`config.mk`:
```
export PLATFORM = sky130hd
export DESIGN_NAME = fpfd_format_decoder
export DESIGN_NICKNAME = d
export VERILOG_FILES = /design/src/fpfd_format_map.v /design/src/fpfd_format_decoder.v
export VERILOG_INCLUDE_DIRS = /design/src
export SDC_FILE = /design/constraint.sdc
export NUM_CORES = 1
export LEC_CHECK = 0
export BUFFER_PORTS_ARGS = -buffer_cell sky130_fd_sc_hd__buf_2
export CAP_MARGIN = 0
export CORE_MARGIN = 2
export CORE_UTILIZATION = 45
export DETAILED_ROUTE_END_ITERATION = 8
export GPL_TIMING_DRIVEN = 0
export PLACE_DENSITY = 0.87
export RECOVER_POWER = 25
export SLEW_MARGIN = 20
export SYNTH_ARGS = -nofsm -noshare
export SYNTH_HDL_FRONTEND = slang
export SYNTH_HIERARCHICAL = 1
export SYNTH_SLANG_ARGS = --single-unit
export TNS_END_PERCENT = 10
```
`constraint.sdc`:
```
create_clock -name clk -period 1 [get_ports clk]
set_clock_uncertainty 0.05 [all_clocks]
set_input_delay 0.1 -clock clk [delete_from_list [all_inputs] [get_ports clk]]
set_output_delay 0.1 -clock clk [all_outputs]
set_load 0.02 [all_outputs]
```
`src/fpfd_defs.vh`:
```
// Constants for the floating-point instruction format decoder
// ==========================================================
// Behaviour
// - Five-bit format 16 single, 17 double, 20 word, 21 long, 22 paired, rest reserved.
// - Short format 0 single, 1 double, 4 word, 5 long, 6 paired; 2, 3, 7 reserved.
// - Operands are 32 bits for single and word, 64 for double and long, 2x32 for paired.
// - Conversions take result format from function field, others keep source format.
// - Unsupported operation-format pairs do not execute and raise reserved-instruction.
// - Function 5 magnitude, 0 add, 48-63 compare: legal for float formats, not integers.
// - Each instruction is one 32-bit word from a word-aligned address.
// - Only opcode, format and function select the operation.
// - The destination may come from any of the three register specifier fields.
// - Loads and stores use opcode 31:26, base 25:21, float register 20:16, offset 15:0.
// - Arithmetic uses op 31:26, fmt 25:21, second 20:16, first 15:11, result 10:6, fn 5:0.
// - A set nullify bit makes a branch likely; its slot is suppressed when not taken.
// - Branches and moves act when the selected condition bit equals the true/false bit.
`ifndef FPFD_DEFS_VH
`define FPFD_DEFS_VH

// ==========================================================
// Field positions
`define FPFD_OP_HI 31
`define FPFD_OP_LO 26
`define FPFD_FMT_HI 25
`define FPFD_FMT_LO 21
`define FPFD_FT_HI 20
`define FPFD_FT_LO 16
`define FPFD_FS_HI 15
`define FPFD_FS_LO 11
`define FPFD_FD_HI 10
`define FPFD_FD_LO 6
`define FPFD_FN_HI 5
`define FPFD_FN_LO 0
`define FPFD_OFS_HI 15
`define FPFD_OFS_LO 0
`define FPFD_SFMT_HI 2
`define FPFD_SFMT_LO 0
`define FPFD_ND_BIT 17
`define FPFD_TF_BIT 16
`define FPFD_CC_HI 20
`define FPFD_CC_LO 18
`define FPFD_ALIGN_HI 1
`define FPFD_ALIGN_LO 0

// ==========================================================
// Five-bit format codes
`define FPFD_FMT_S 5'h10
`define FPFD_FMT_D 5'h11
`define FPFD_FMT_W 5'h14
`define FPFD_FMT_L 5'h15
`define FPFD_FMT_PS 5'h16

// Three-bit format codes
`define FPFD_SF_S 3'h0
`define FPFD_SF_D 3'h1
`define FPFD_SF_W 3'h4
`define FPFD_SF_L 3'h5
`define FPFD_SF_PS 3'h6

// Internal one-hot format class: {long, word, paired, double, single}
`define FPFD_CL_NONE 5'h00
`define FPFD_CL_S 5'h01
`define FPFD_CL_D 5'h02
`define FPFD_CL_PS 5'h04
`define FPFD_CL_W 5'h08
`define FPFD_CL_L 5'h10
`define FPFD_CL_FLOAT 5'h07

// Operand width codes
`define FPFD_WID_NONE 2'h0
`define FPFD_WID_32 2'h1
`define FPFD_WID_64 2'h2
`define FPFD_WID_2X32 2'h3

// ==========================================================
// Function codes
`define FPFD_FN_ADD 6'h00
`define FPFD_FN_MAG 6'h05
`define FPFD_FN_CMP_MASK 6'h30
`define FPFD_FN_CVT_MASK 6'h38
`define FPFD_FN_CVT_BASE 6'h20
`define FPFD_FN_CVT_S 6'h20
`define FPFD_FN_CVT_D 6'h21
`define FPFD_FN_CVT_W 6'h24
`define FPFD_FN_CVT_L 6'h25
`define FPFD_FN_CVT_PS 6'h26

// Primary opcode defaults
`define FPFD_OPC_FPU 6'h11
`define FPFD_OPC_FPUX 6'h13

// Destination source select
`define FPFD_DSEL_FD 2'h0
`define FPFD_DSEL_FS 2'h1
`define FPFD_DSEL_FT 2'h2

// Reset values of the registered fields
`define FPFD_RST_OPC 6'h00
`define FPFD_RST_FN 6'h00
`define FPFD_RST_REG 5'h00
`define FPFD_RST_OFS 16'h0000

`endif

```
`src/fpfd_format_map.v`:
```
// Format field to format class and operand width mapper
`timescale 1ns/1ps
`include "fpfd_defs.vh"

module fpfd_format_map (
    // Field in
    input wire [4:0] fmtField,
    input wire shortForm,
    // Class out
    output reg [4:0] fmtClass,
    output reg [1:0] opWidth
);

    always @* begin
        fmtClass = `FPFD_CL_NONE;
        if (shortForm) begin
            case (fmtField[`FPFD_SFMT_HI:`FPFD_SFMT_LO])
                `FPFD_SF_S: fmtClass = `FPFD_CL_S;
                `FPFD_SF_D: fmtClass = `FPFD_CL_D;
                `FPFD_SF_W: fmtClass = `FPFD_CL_W;
                `FPFD_SF_L: fmtClass = `FPFD_CL_L;
                `FPFD_SF_PS: fmtClass = `FPFD_CL_PS;
                default: fmtClass = `FPFD_CL_NONE;
            endcase
        end else begin
            case (fmtField)
                `FPFD_FMT_S: fmtClass = `FPFD_CL_S;
                `FPFD_FMT_D: fmtClass = `FPFD_CL_D;
                `FPFD_FMT_W: fmtClass = `FPFD_CL_W;
                `FPFD_FMT_L: fmtClass = `FPFD_CL_L;
                `FPFD_FMT_PS: fmtClass = `FPFD_CL_PS;
                default: fmtClass = `FPFD_CL_NONE;
            endcase
        end
        case (fmtClass)
            `FPFD_CL_S, `FPFD_CL_W: opWidth = `FPFD_WID_32;
            `FPFD_CL_D, `FPFD_CL_L: opWidth = `FPFD_WID_64;
            `FPFD_CL_PS: opWidth = `FPFD_WID_2X32;
            default: opWidth = `FPFD_WID_NONE;
        endcase
    end

endmodule

```
`src/fpfd_format_decoder.v`:
```
// Floating-point instruction format decoder, one registered stage
`timescale 1ns/1ps
`include "fpfd_defs.vh"

module fpfd_format_decoder #(
    parameter [5:0] FPU_PRIMARY_OPCODE = `FPFD_OPC_FPU,
    parameter [5:0] FPU_EXTENDED_OPCODE = `FPFD_OPC_FPUX
) (
    // Clock and reset
    input wire clk,
    input wire nrst,
    // Instruction in
    input wire instrValid,
    input wire [31:0] instrWord,
    input wire [31:0] instrAddr,
    input wire [1:0] destSelect,
    input wire shortFormat,
    input wire [7:0] condCodes,
    input wire branchTaken,
    // Decode out
    output reg decodeValid,
    output reg reservedInstr,
    output reg misalignedFetch,
    output reg [5:0] primaryOpcode,
    output reg [4:0] fmtClass,
    output reg [1:0] opWidth,
    output reg [4:0] resultClass,
    output reg [1:0] resultWidth,
    output reg isConvert,
    output reg isMagnitude,
    output reg isAdd,
    output reg isCompare,
    output reg [5:0] functionCode,
    output reg [4:0] firstSourceReg,
    output reg [4:0] secondOperandReg,
    output reg [4:0] resultReg,
    output reg [4:0] destReg,
    output reg [4:0] baseReg,
    output reg [15:0] offsetField,
    output reg nullifyDelayBit,
    output reg trueFalseSelect,
    output reg condActionTaken,
    output reg suppressDelaySlot
);

    // ==========================================================
    // Field extraction
    wire [5:0] opField = instrWord[`FPFD_OP_HI:`FPFD_OP_LO];
    wire [4:0] fmtField = instrWord[`FPFD_FMT_HI:`FPFD_FMT_LO];
    wire [4:0] ftField = instrWord[`FPFD_FT_HI:`FPFD_FT_LO];
    wire [4:0] fsField = instrWord[`FPFD_FS_HI:`FPFD_FS_LO];
    wire [4:0] fdField = instrWord[`FPFD_FD_HI:`FPFD_FD_LO];
    wire [5:0] fnField = instrWord[`FPFD_FN_HI:`FPFD_FN_LO];
    wire [15:0] ofsField = instrWord[`FPFD_OFS_HI:`FPFD_OFS_LO];
    // Branch and move layout puts nullify, true/false and condition index here
    wire ndField = instrWord[`FPFD_ND_BIT];
    wire tfField = instrWord[`FPFD_TF_BIT];
    wire [2:0] ccIndex = instrWord[`FPFD_CC_HI:`FPFD_CC_LO];

    // ==========================================================
    // Source format
    // Short-form format sits in the low bits of the function field
    wire useShort = shortFormat && (opField == FPU_EXTENDED_OPCODE);
    wire [4:0] mapField = useShort ? {2'h0, fnField[`FPFD_SFMT_HI:`FPFD_SFMT_LO]} : fmtField;

    wire [4:0] srcClass;
    wire [1:0] srcWidth;

    // One mapper serves both field forms; the short form is zero-extended
    fpfd_format_map srcMap (
        .fmtField(mapField),
        .shortForm(useShort),
        .fmtClass(srcClass),
        .opWidth(srcWidth)
    );

    // ==========================================================
    // Operation classification, opcode/format/function only
    // Magnitude, add and compare decode only under the primary opcode
    wire isFpuOp = (opField == FPU_PRIMARY_OPCODE);
    wire magOp = isFpuOp && (fnField == `FPFD_FN_MAG);
    wire addOp = isFpuOp && (fnField == `FPFD_FN_ADD);
    wire cmpOp = isFpuOp && ((fnField & `FPFD_FN_CMP_MASK) == `FPFD_FN_CMP_MASK);
    wire cvtOp = isFpuOp && ((fnField & `FPFD_FN_CVT_MASK) == `FPFD_FN_CVT_BASE);
    // These three exist only for the float group of formats
    wire floatOnly = magOp || addOp || cmpOp;
    // Single, double and paired form the float group
    wire srcIsFloat = |(srcClass & `FPFD_CL_FLOAT);
    // The short form is checked as well, as its format rides in the function bits
    wire fmtReserved = (isFpuOp || useShort) && (srcClass == `FPFD_CL_NONE);
    wire fmtIllegal = floatOnly && !srcIsFloat;

    // ==========================================================
    // Result format
    // Conversion target comes from the function field
    reg [4:0] cvtClass;
    always @* begin
        case (fnField)
            `FPFD_FN_CVT_S: cvtClass = `FPFD_CL_S;
            `FPFD_FN_CVT_D: cvtClass = `FPFD_CL_D;
            `FPFD_FN_CVT_W: cvtClass = `FPFD_CL_W;
            `FPFD_FN_CVT_L: cvtClass = `FPFD_CL_L;
            `FPFD_FN_CVT_PS: cvtClass = `FPFD_CL_PS;
            default: cvtClass = `FPFD_CL_NONE;
        endcase
    end
    // A conversion code with no defined target is refused like a bad format
    wire cvtBad = cvtOp && (cvtClass == `FPFD_CL_NONE);
    wire [4:0] resClassNext = cvtOp ? cvtClass : srcClass;

    // Width follows the result class, so a conversion may change it
    reg [1:0] resWidthNext;
    always @* begin
        case (resClassNext)
            `FPFD_CL_S, `FPFD_CL_W: resWidthNext = `FPFD_WID_32;
            `FPFD_CL_D, `FPFD_CL_L: resWidthNext = `FPFD_WID_64;
            `FPFD_CL_PS: resWidthNext = `FPFD_WID_2X32;
            default: resWidthNext = `FPFD_WID_NONE;
        endcase
    end

    // ==========================================================
    // Exception
    // Fetch must be one word at a word-aligned address
    wire misalignNext = |instrAddr[`FPFD_ALIGN_HI:`FPFD_ALIGN_LO];
    // Reserved format, unsupported combination or bad fetch blocks execution
    wire reservedNext = fmtReserved || fmtIllegal || cvtBad || misalignNext;

    // ==========================================================
    // Destination and conditions
    // Destination may live in any of the three specifier fields
    // Select code 3 is unused and falls back to the result field
    reg [4:0] destNext;
    always @* begin
        case (destSelect)
            `FPFD_DSEL_FS: destNext = fsField;
            `FPFD_DSEL_FT: destNext = ftField;
            default: destNext = fdField;
        endcase
    end

    // Condition codes come from the same clock, so no synchroniser is needed
    wire condNext = (condCodes[ccIndex] == tfField);
    // Only a likely branch that falls through kills its slot
    wire suppressNext = ndField && !branchTaken;

    // ==========================================================
    // Output stage: event flags
    // Flags are qualified so a bubble never raises an exception
    // Misalignment also stands alone so fetch can tell it from a bad format
    always @(posedge clk or negedge nrst) begin
        if (!nrst) begin
            decodeValid <= 1'b0;
            reservedInstr <= 1'b0;
            misalignedFetch <= 1'b0;
            condActionTaken <= 1'b0;
            suppressDelaySlot <= 1'b0;
        end else begin
            decodeValid <= instrValid;
            reservedInstr <= instrValid && reservedNext;
            misalignedFetch <= instrValid && misalignNext;
            suppressDelaySlot <= instrValid && suppressNext;
            condActionTaken <= instrValid && condNext;
        end
    end

    // ==========================================================
    // Output stage: format and operation class
    // Held across bubbles so the datapath can keep reading the last word
    // Class outputs only carry meaning while the opcode matched
    always @(posedge clk or negedge nrst) begin
        if (!nrst) begin
            primaryOpcode <= `FPFD_RST_OPC;
            fmtClass <= `FPFD_CL_NONE;
            opWidth <= `FPFD_WID_NONE;
            resultClass <= `FPFD_CL_NONE;
            resultWidth <= `FPFD_WID_NONE;
            isConvert <= 1'b0;
            isMagnitude <= 1'b0;
            isAdd <= 1'b0;
            isCompare <= 1'b0;
            functionCode <= `FPFD_RST_FN;
        end else if (instrValid) begin
            primaryOpcode <= opField;
            fmtClass <= srcClass;
            opWidth <= srcWidth;
            resultClass <= resClassNext;
            resultWidth <= resWidthNext;
            isConvert <= cvtOp;
            isMagnitude <= magOp;
            isAdd <= addOp;
            isCompare <= cmpOp;
            functionCode <= fnField;
        end
    end

    // ==========================================================
    // Output stage: operand specifiers
    // Specifiers are copied whole; decode never looks at them
    // The pipeline picks the destination slot since it knows the full opcode
    always @(posedge clk or negedge nrst) begin
        if (!nrst) begin
            firstSourceReg <= `FPFD_RST_REG;
            secondOperandReg <= `FPFD_RST_REG;
            resultReg <= `FPFD_RST_REG;
            destReg <= `FPFD_RST_REG;
            baseReg <= `FPFD_RST_REG;
            offsetField <= `FPFD_RST_OFS;
            nullifyDelayBit <= 1'b0;
            trueFalseSelect <= 1'b0;
        end else if (instrValid) begin
            firstSourceReg <= fsField;
            secondOperandReg <= ftField;
            resultReg <= fdField;
            destReg <= destNext;
            baseReg <= fmtField;
            offsetField <= ofsField;
            nullifyDelayBit <= ndField;
            trueFalseSelect <= tfField;
        end
    end

endmodule

```
* Word level (Yosys, flattened, before mapping)
Index checks and enable logic that the tools add are counted.
** Storage, ports and cells
- Register bits :: 78
- Bits in latches :: 0
- Memory bits (writable) :: 0
- Memory bits (read-only) :: 0
- Output and inout bits :: 78
- Logic and storage cells :: 98
- Memories kept :: 0
** Operators by class
- Add/sub/neg operators :: 0
- $mul :: 0
- Div/mod/pow operators :: 0
- Order comparisons :: 1
- Equal/unequal tests :: 32
- Shift operators :: 0
- Muxes and demuxes :: 11
- Bitwise gates (word level) :: 0
- Reduce and logical (&&, ||, !) cells :: 31
** Operators with widths (count)
- case mux 5 bit (5 select lines) :: 3
- equality test 5 bit, second input constant :: 7
- equality test 6 bit, second input constant :: 5
- two-way mux 5 bit :: 3
- logical AND 1 bit :: 13
- equality test 3 bit, second input constant :: 4
- equality test 6 x 5 -> 1 bit, second input constant :: 2
- case mux 2 bit (3 select lines) :: 2
- equality test 5 x 1 -> 1 bit, second input constant :: 2
- equality test 5 x 2 -> 1 bit, second input constant :: 2
- equality test 5 x 3 -> 1 bit, second input constant :: 2
- equality test 5 x 4 -> 1 bit, second input constant :: 2
- zero test 5 bit :: 2
- case mux 5 bit (2 select lines) :: 1
- OR reduction 2 bit :: 5
- equality test 6 x 3 -> 1 bit, second input constant :: 1
- zero test 6 bit :: 1
- logical OR 1 bit :: 6
- equality test 2 bit, second input constant :: 2
- < comparator 3 x 4 -> 1 bit, second input constant :: 1
- binary-select mux 1 bit (select 3 bit) :: 1
- equality test 3 x 1 -> 1 bit, second input constant :: 1
- zero test 3 bit :: 1
- OR reduction 3 bit :: 1
- 4 further kinds :: 5

* Logic depth before layout (Yosys ltp)
- Depth in word-level cells :: 13
- Depth in mapped cells :: 12
- Depth with buffers taken out :: 10

* By module
The synthesis kept the hierarchy.
** By module, submodules not included
- fpfd_format_decoder :: instances 1, cells an instance 234, area an instance 2859.0 um^2, seq. area each 1501.4 um^2
- fpfd_format_map :: instances 1, cells an instance 12, area an instance 96.3 um^2, seq. area each 0.0 um^2

* Worst setup path after synthesis
Ideal clock, no wire load.
- Path type :: in2reg
- From :: input port instrWord[31]
- To :: register resultWidth[0]
- Library setup time :: 0.082 ns
- Arrival :: 2.509 ns
- Required time :: 0.868 ns
- Setup slack :: -1.641 ns
- Cell stages on the path :: 9
- Buffers on the path :: 1
- Cell sequence :: nor4_2 > and3_1 > buf_2 > mux2_1 > a2111oi_1 > xor2_1 > nor2_1 > or3_1 > a31oi_1
** On the way
- Word-level cells in the longest chain between the ends :: 10
- Elaborated cells on any way between the ends :: 27
** RTL lines
- start: declaration :: line fpfd_format_decoder.v:14 : input wire [31:0] instrWord,
- equality test 6 x 5 -> 1 bit (*) :: line fpfd_format_decoder.v:63 : wire useShort = shortFormat && (opField == FPU_EXTENDED_OPCODE);
- logical AND 1 bit (*) :: line fpfd_format_decoder.v:63
- named net useShort :: line fpfd_format_decoder.v:63
- two-way mux 5 bit (*) :: line fpfd_format_decoder.v:64 : wire [4:0] mapField = useShort ? {2'h0, fnField[`FPFD_SFMT_HI:`FPFD_SFMT_LO]} : fmtField;
- named net mapField[1] :: line fpfd_format_decoder.v:64
- equality test 5 bit (tied with other cells) :: line fpfd_format_map.v:26 : case (fmtField)
- case mux 5 bit (5 select lines), on equally long branches :: line fpfd_format_map.v:26, fpfd_format_map.v:17
- two-way mux 5 bit (*) :: line fpfd_format_map.v:16 : if (shortForm) begin
- named net srcClass[0] :: line fpfd_format_decoder.v:66 : wire [4:0] srcClass;
- two-way mux 5 bit (*) :: line fpfd_format_decoder.v:109 : wire [4:0] resClassNext = cvtOp ? cvtClass : srcClass;
- equality test 5 x 2 -> 1 bit (tied with other cells) :: line fpfd_format_decoder.v:114 : case (resClassNext)
- OR reduction 2 bit :: line fpfd_format_decoder.v:114
- case mux 2 bit (3 select lines) (*) :: line fpfd_format_decoder.v:114
- end signal: assignment :: line fpfd_format_decoder.v:177 : resultWidth <= `FPFD_WID_NONE;
- end signal: assignment :: line fpfd_format_decoder.v:188 : resultWidth <= resWidthNext;
- end: declaration :: line fpfd_format_decoder.v:28 : output reg [1:0] resultWidth,
Mark *: on every way through the listed nets, which the timed path passes. The rest lies on a longest branch.
A chain may end at the register's enable or synchronous reset.

* Worst setup path in the final report
- From :: input port instrWord[26]
- To :: register resultWidth[1]
** On the way
- Word-level cells in the longest chain between the ends :: 10
- Elaborated cells on any way between the ends :: 27
** RTL lines (line)
- equality test 6 x 5 -> 1 bit (*) :: fpfd_format_decoder.v:63
- logical AND 1 bit (*) :: fpfd_format_decoder.v:63
- two-way mux 5 bit (*) :: fpfd_format_decoder.v:64
- named net mapField[0] :: fpfd_format_decoder.v:64
- equality test 5 bit (tied with other cells) :: fpfd_format_map.v:26
- case mux 5 bit (5 select lines), on equally long branches :: fpfd_format_map.v:26, fpfd_format_map.v:17
- two-way mux 5 bit (*) :: fpfd_format_map.v:16
- named net srcClass[2] :: fpfd_format_decoder.v:66
- two-way mux 5 bit (*) :: fpfd_format_decoder.v:109
- equality test 5 x 2 -> 1 bit (tied with other cells) :: fpfd_format_decoder.v:114
- OR reduction 2 bit :: fpfd_format_decoder.v:114
- case mux 2 bit (3 select lines) (*) :: fpfd_format_decoder.v:114
Marked as above.

==> metrics.cfg <==
[floorplanning]
ioPinCount = 157
coreArea_um2 = 6350
dieArea_um2 = 7230
die_x_um = 85.0
rows = 29
start_util = 0.465
die_y_um = 85.0

[clocking]
clock_sinks = 60
cts_tree = built
cts-root-buf = clkbuf_8
cts_buffer_depth = 2
clkLatencyLatePin_ns = 0.34
cts-htree-levels = 3
clkTransAtPathRegs_ns = 0.07
numCtsBuffers = 9

[timing]
fin_crit_sh = 2.24
relSlewSlack = 0.638
rsz0062_at_grt = true
worst_pin_slew_ns = 0.543
min_period_ns = 2.24
holdWs_ns = -0.00960
layout_setup_ws_ns = -1.24
max_freq_mhz = 446
finalSetupViolCount = 92
finalHoldViolCount = 1
drv_slew = 0

[critical_path]
cp_cell_sequence = buf_8 > nand2_4 > nor4_4 > and3_4 > mux2_4 > nand3b_1 > a21oi_2 > buf_6 > buf_6 > xor2_1 > o21ai_1 > nor4_1 > a221o_1
cp_max_fo = 6
crit_slowest_cell = mux2_4
worstSetupPathType = in2reg
crit_required_ns = 1.18
slowest_delay_ns = 0.35
critPathTopFamily = simple AND/OR/NAND/NOR gates
cp_common_cell = buf_6
cp.arrival_ns = 2.42
cp_num_buf_inv = 3
cp-end-kind = register
critPathLaunchType = input pin

[status]
violations = hold timing, setup timing
status = finished, violations left

[final_layout]
fin_area_um2 = 4680
area_delta_synth_final_pct = 58.4
drive_above_1_share = 0.518
fin_nets = 510
antenna_cells = 0

[synthesis]
async_flop_share = 1.00
synth.most_common_cell = dfrtp_1
yosysTopAreaCell = dfrtp_1
ys_ff_latch = 60
yosysWarnings = 6
seq_area_frac_synth = 0.508
syn_inst = 246
synth_cell_types = 44
yosysTopAreaCellShare = 0.508
syn_nets = 327
synth_edf_count = 0
synth_ff_type = dfrtp_1
ys_top_cells_by_area = dfrtp_1 51%, mux2_1 12%, mux2_2 5.7%
synth_common_cells = 60 x dfrtp_1, 32 x mux2_1, 18 x buf_4
netlist_area_um2 = 2960
syn_area_per_cell_um2 = 12.0

[power]
internal_power_mw = 4.44
power_frac_seq = 0.428
vdd_ir_drop_max_v = 0.000914
clkPwrFrac = 0.296
finalPower_mw = 6.46
power_per_cell_area_nw_per_um2 = 1380
leakage_nw = 2.27
combinationalPowerShare = 0.276
p_switching_mw = 2.02
sw_frac_of_total = 0.313

[detailed_routing]
drtPass1Iterations = 5
vias = 2749
drc_errors = 0
wl_um = 9700
postRouteAntennaNets = 0
avgViaCountPerCell = 5.38
wire_per_inst_um = 19.0
dr.first_iter.drc_count = 232

[global_routing]
grt_use_total = 0.264
grt_pass1_vias = 2842
antenna_found_initial = 0
met2_usage = 0.452
grt_pass1_wl_um = 14700
top_usage_layer = met2
grt_overflow = 0
grt_max_degree = 61
use_met1 = 0.315
gr-usage-met3 = 0.0486

[flow_run]
cap_violations = 0

[place]
gp_congestion = 0.861
io_buffer_count = 124
dp_hpwl_um = 5680
placed_area_um2 = 3730

[min_path]
min_path_type = in2reg

==> power by group through the flow <==
stage | Clock [mW] | Sequential (mW) | Combinational (mW)
after detailed placement | 0 | 2.79 | 1.41
after global routing | 2.05 | 2.79 | 1.89
final | 1.91 | 2.76 | 1.79
after CTS | 1.93 | 2.75 | 1.66
after floorplan | 0 | 3.04 | 0.588
after global placement | 0 | 2.78 | 1.36
==> area by class of cell <==
| type | count | area, um^2 |
|---|---|---|
| Clock inverter | 2 | 10.0 |
| Tap cell | 77 | 96.3 |
| Timing Repair Buffer | 173 | 1290 |
| Multi-Input combinational cell | 147 | 1370 |
| Clock buffer | 14 | 153 |
| Sequential cell | 60 | 1500 |
| Inverter | 8 | 30.0 |
| Buffer | 30 | 235 |
| Fill cell | 424 | 1670 |
==> registers in the layout, indices dropped and copies added (netlist names), 2 cells and up <==
name,flops
primaryOpcode,6
baseReg,5
destReg,5
firstSourceReg,5
fmtClass,5
functionCode,5
resultClass,5
secondOperandReg,5
resultReg,4
offsetField,2
opWidth,2
resultWidth,2
==> cell usage in the layout, fill, tap and decap left out, types with 4 or more instances in the layout <==
cell	instances
o21ai_0	5
a22oi_1	5
a21oi_1	7
mux2_4	8
buf_2	90
mux2i_1	4
mux2_1	25
buf_4	36
inv_1	6
clkbuf_8	10
dlygate4sd3_1	29
buf_6	40
nand2_1	11
mux2_2	15
nor2_1	17
dfrtp_1	60
clkbuf_1	9
==> path summary, 6_finish.rpt <==
check | startpoint | endpoint | slack [ns] | cells after the start
worst max-delay path | instrWord[26] | resultWidth[1] | -1.24 | 13
worst min-delay path | instrWord[19] | secondOperandReg[3] | -0.01 | 2
worst max register to register | firstSourceReg[3] | firstSourceReg[3] | 0.04 | 2
worst min register to register | primaryOpcode[2] | primaryOpcode[2] | 0.43 | 1
max in group asynchronous | nrst | offsetField[5] | 0.27 | 2
min in group asynchronous | nrst | resultReg[2] | 0.24 | 2
==> worst register-to-register path: stages, from the launching register on <==
cell and delay (ns):
dfrtp_1 0.40, buf_4 0.14, mux2_2 0.26
==> timing repair <==
action / 4_1_cts / 5_1_grt
endpoints found under the setup margin: 99 / 184
hold buffers: 29 / 0
hold endpoints to repair: 87 / 0
buffers inserted: 13 / 7
gates resized for setup: 61 / 53
pin swaps: 10 / 8
==> metal layers <==
layer / wire [um] / vias to the layer above
li1: - / 1222
met1: 3610 / 1334
met2: 5060 / 150
met3: 553 / 43
met4: 479 / 0
met5: 0 / -
==> cell families (layout without fill, tap and decap cells) <==
kind of cell	Yosys count	count (layout)	share of synthesized area
buffers and inverters	39	227	0.0783
AOI/OAI and AO/OA	36	36	0.0826
adders and majority gates	2	2	0.00847
xor gates and xnor gates	4	4	0.0119
and+or+nand+nor	49	49	0.0910
DFF	60	60	0.508
muxes	56	56	0.220
==> stage by stage <==
stage,worst slack (ns),util,setup TNS [ns],cells
finish,-1.24,0.737,-18.61,511
floorplan,-1.25,-,-15.39,246
global route,-1.34,0.737,-23.18,511
CTS,-1.10,0.707,-16.93,505
global placement,-1.69,0.587,-50.88,447
detailed placement,-1.76,0.587,-32.34,447
No activity file was read; power rests on OpenSTA's default activity.
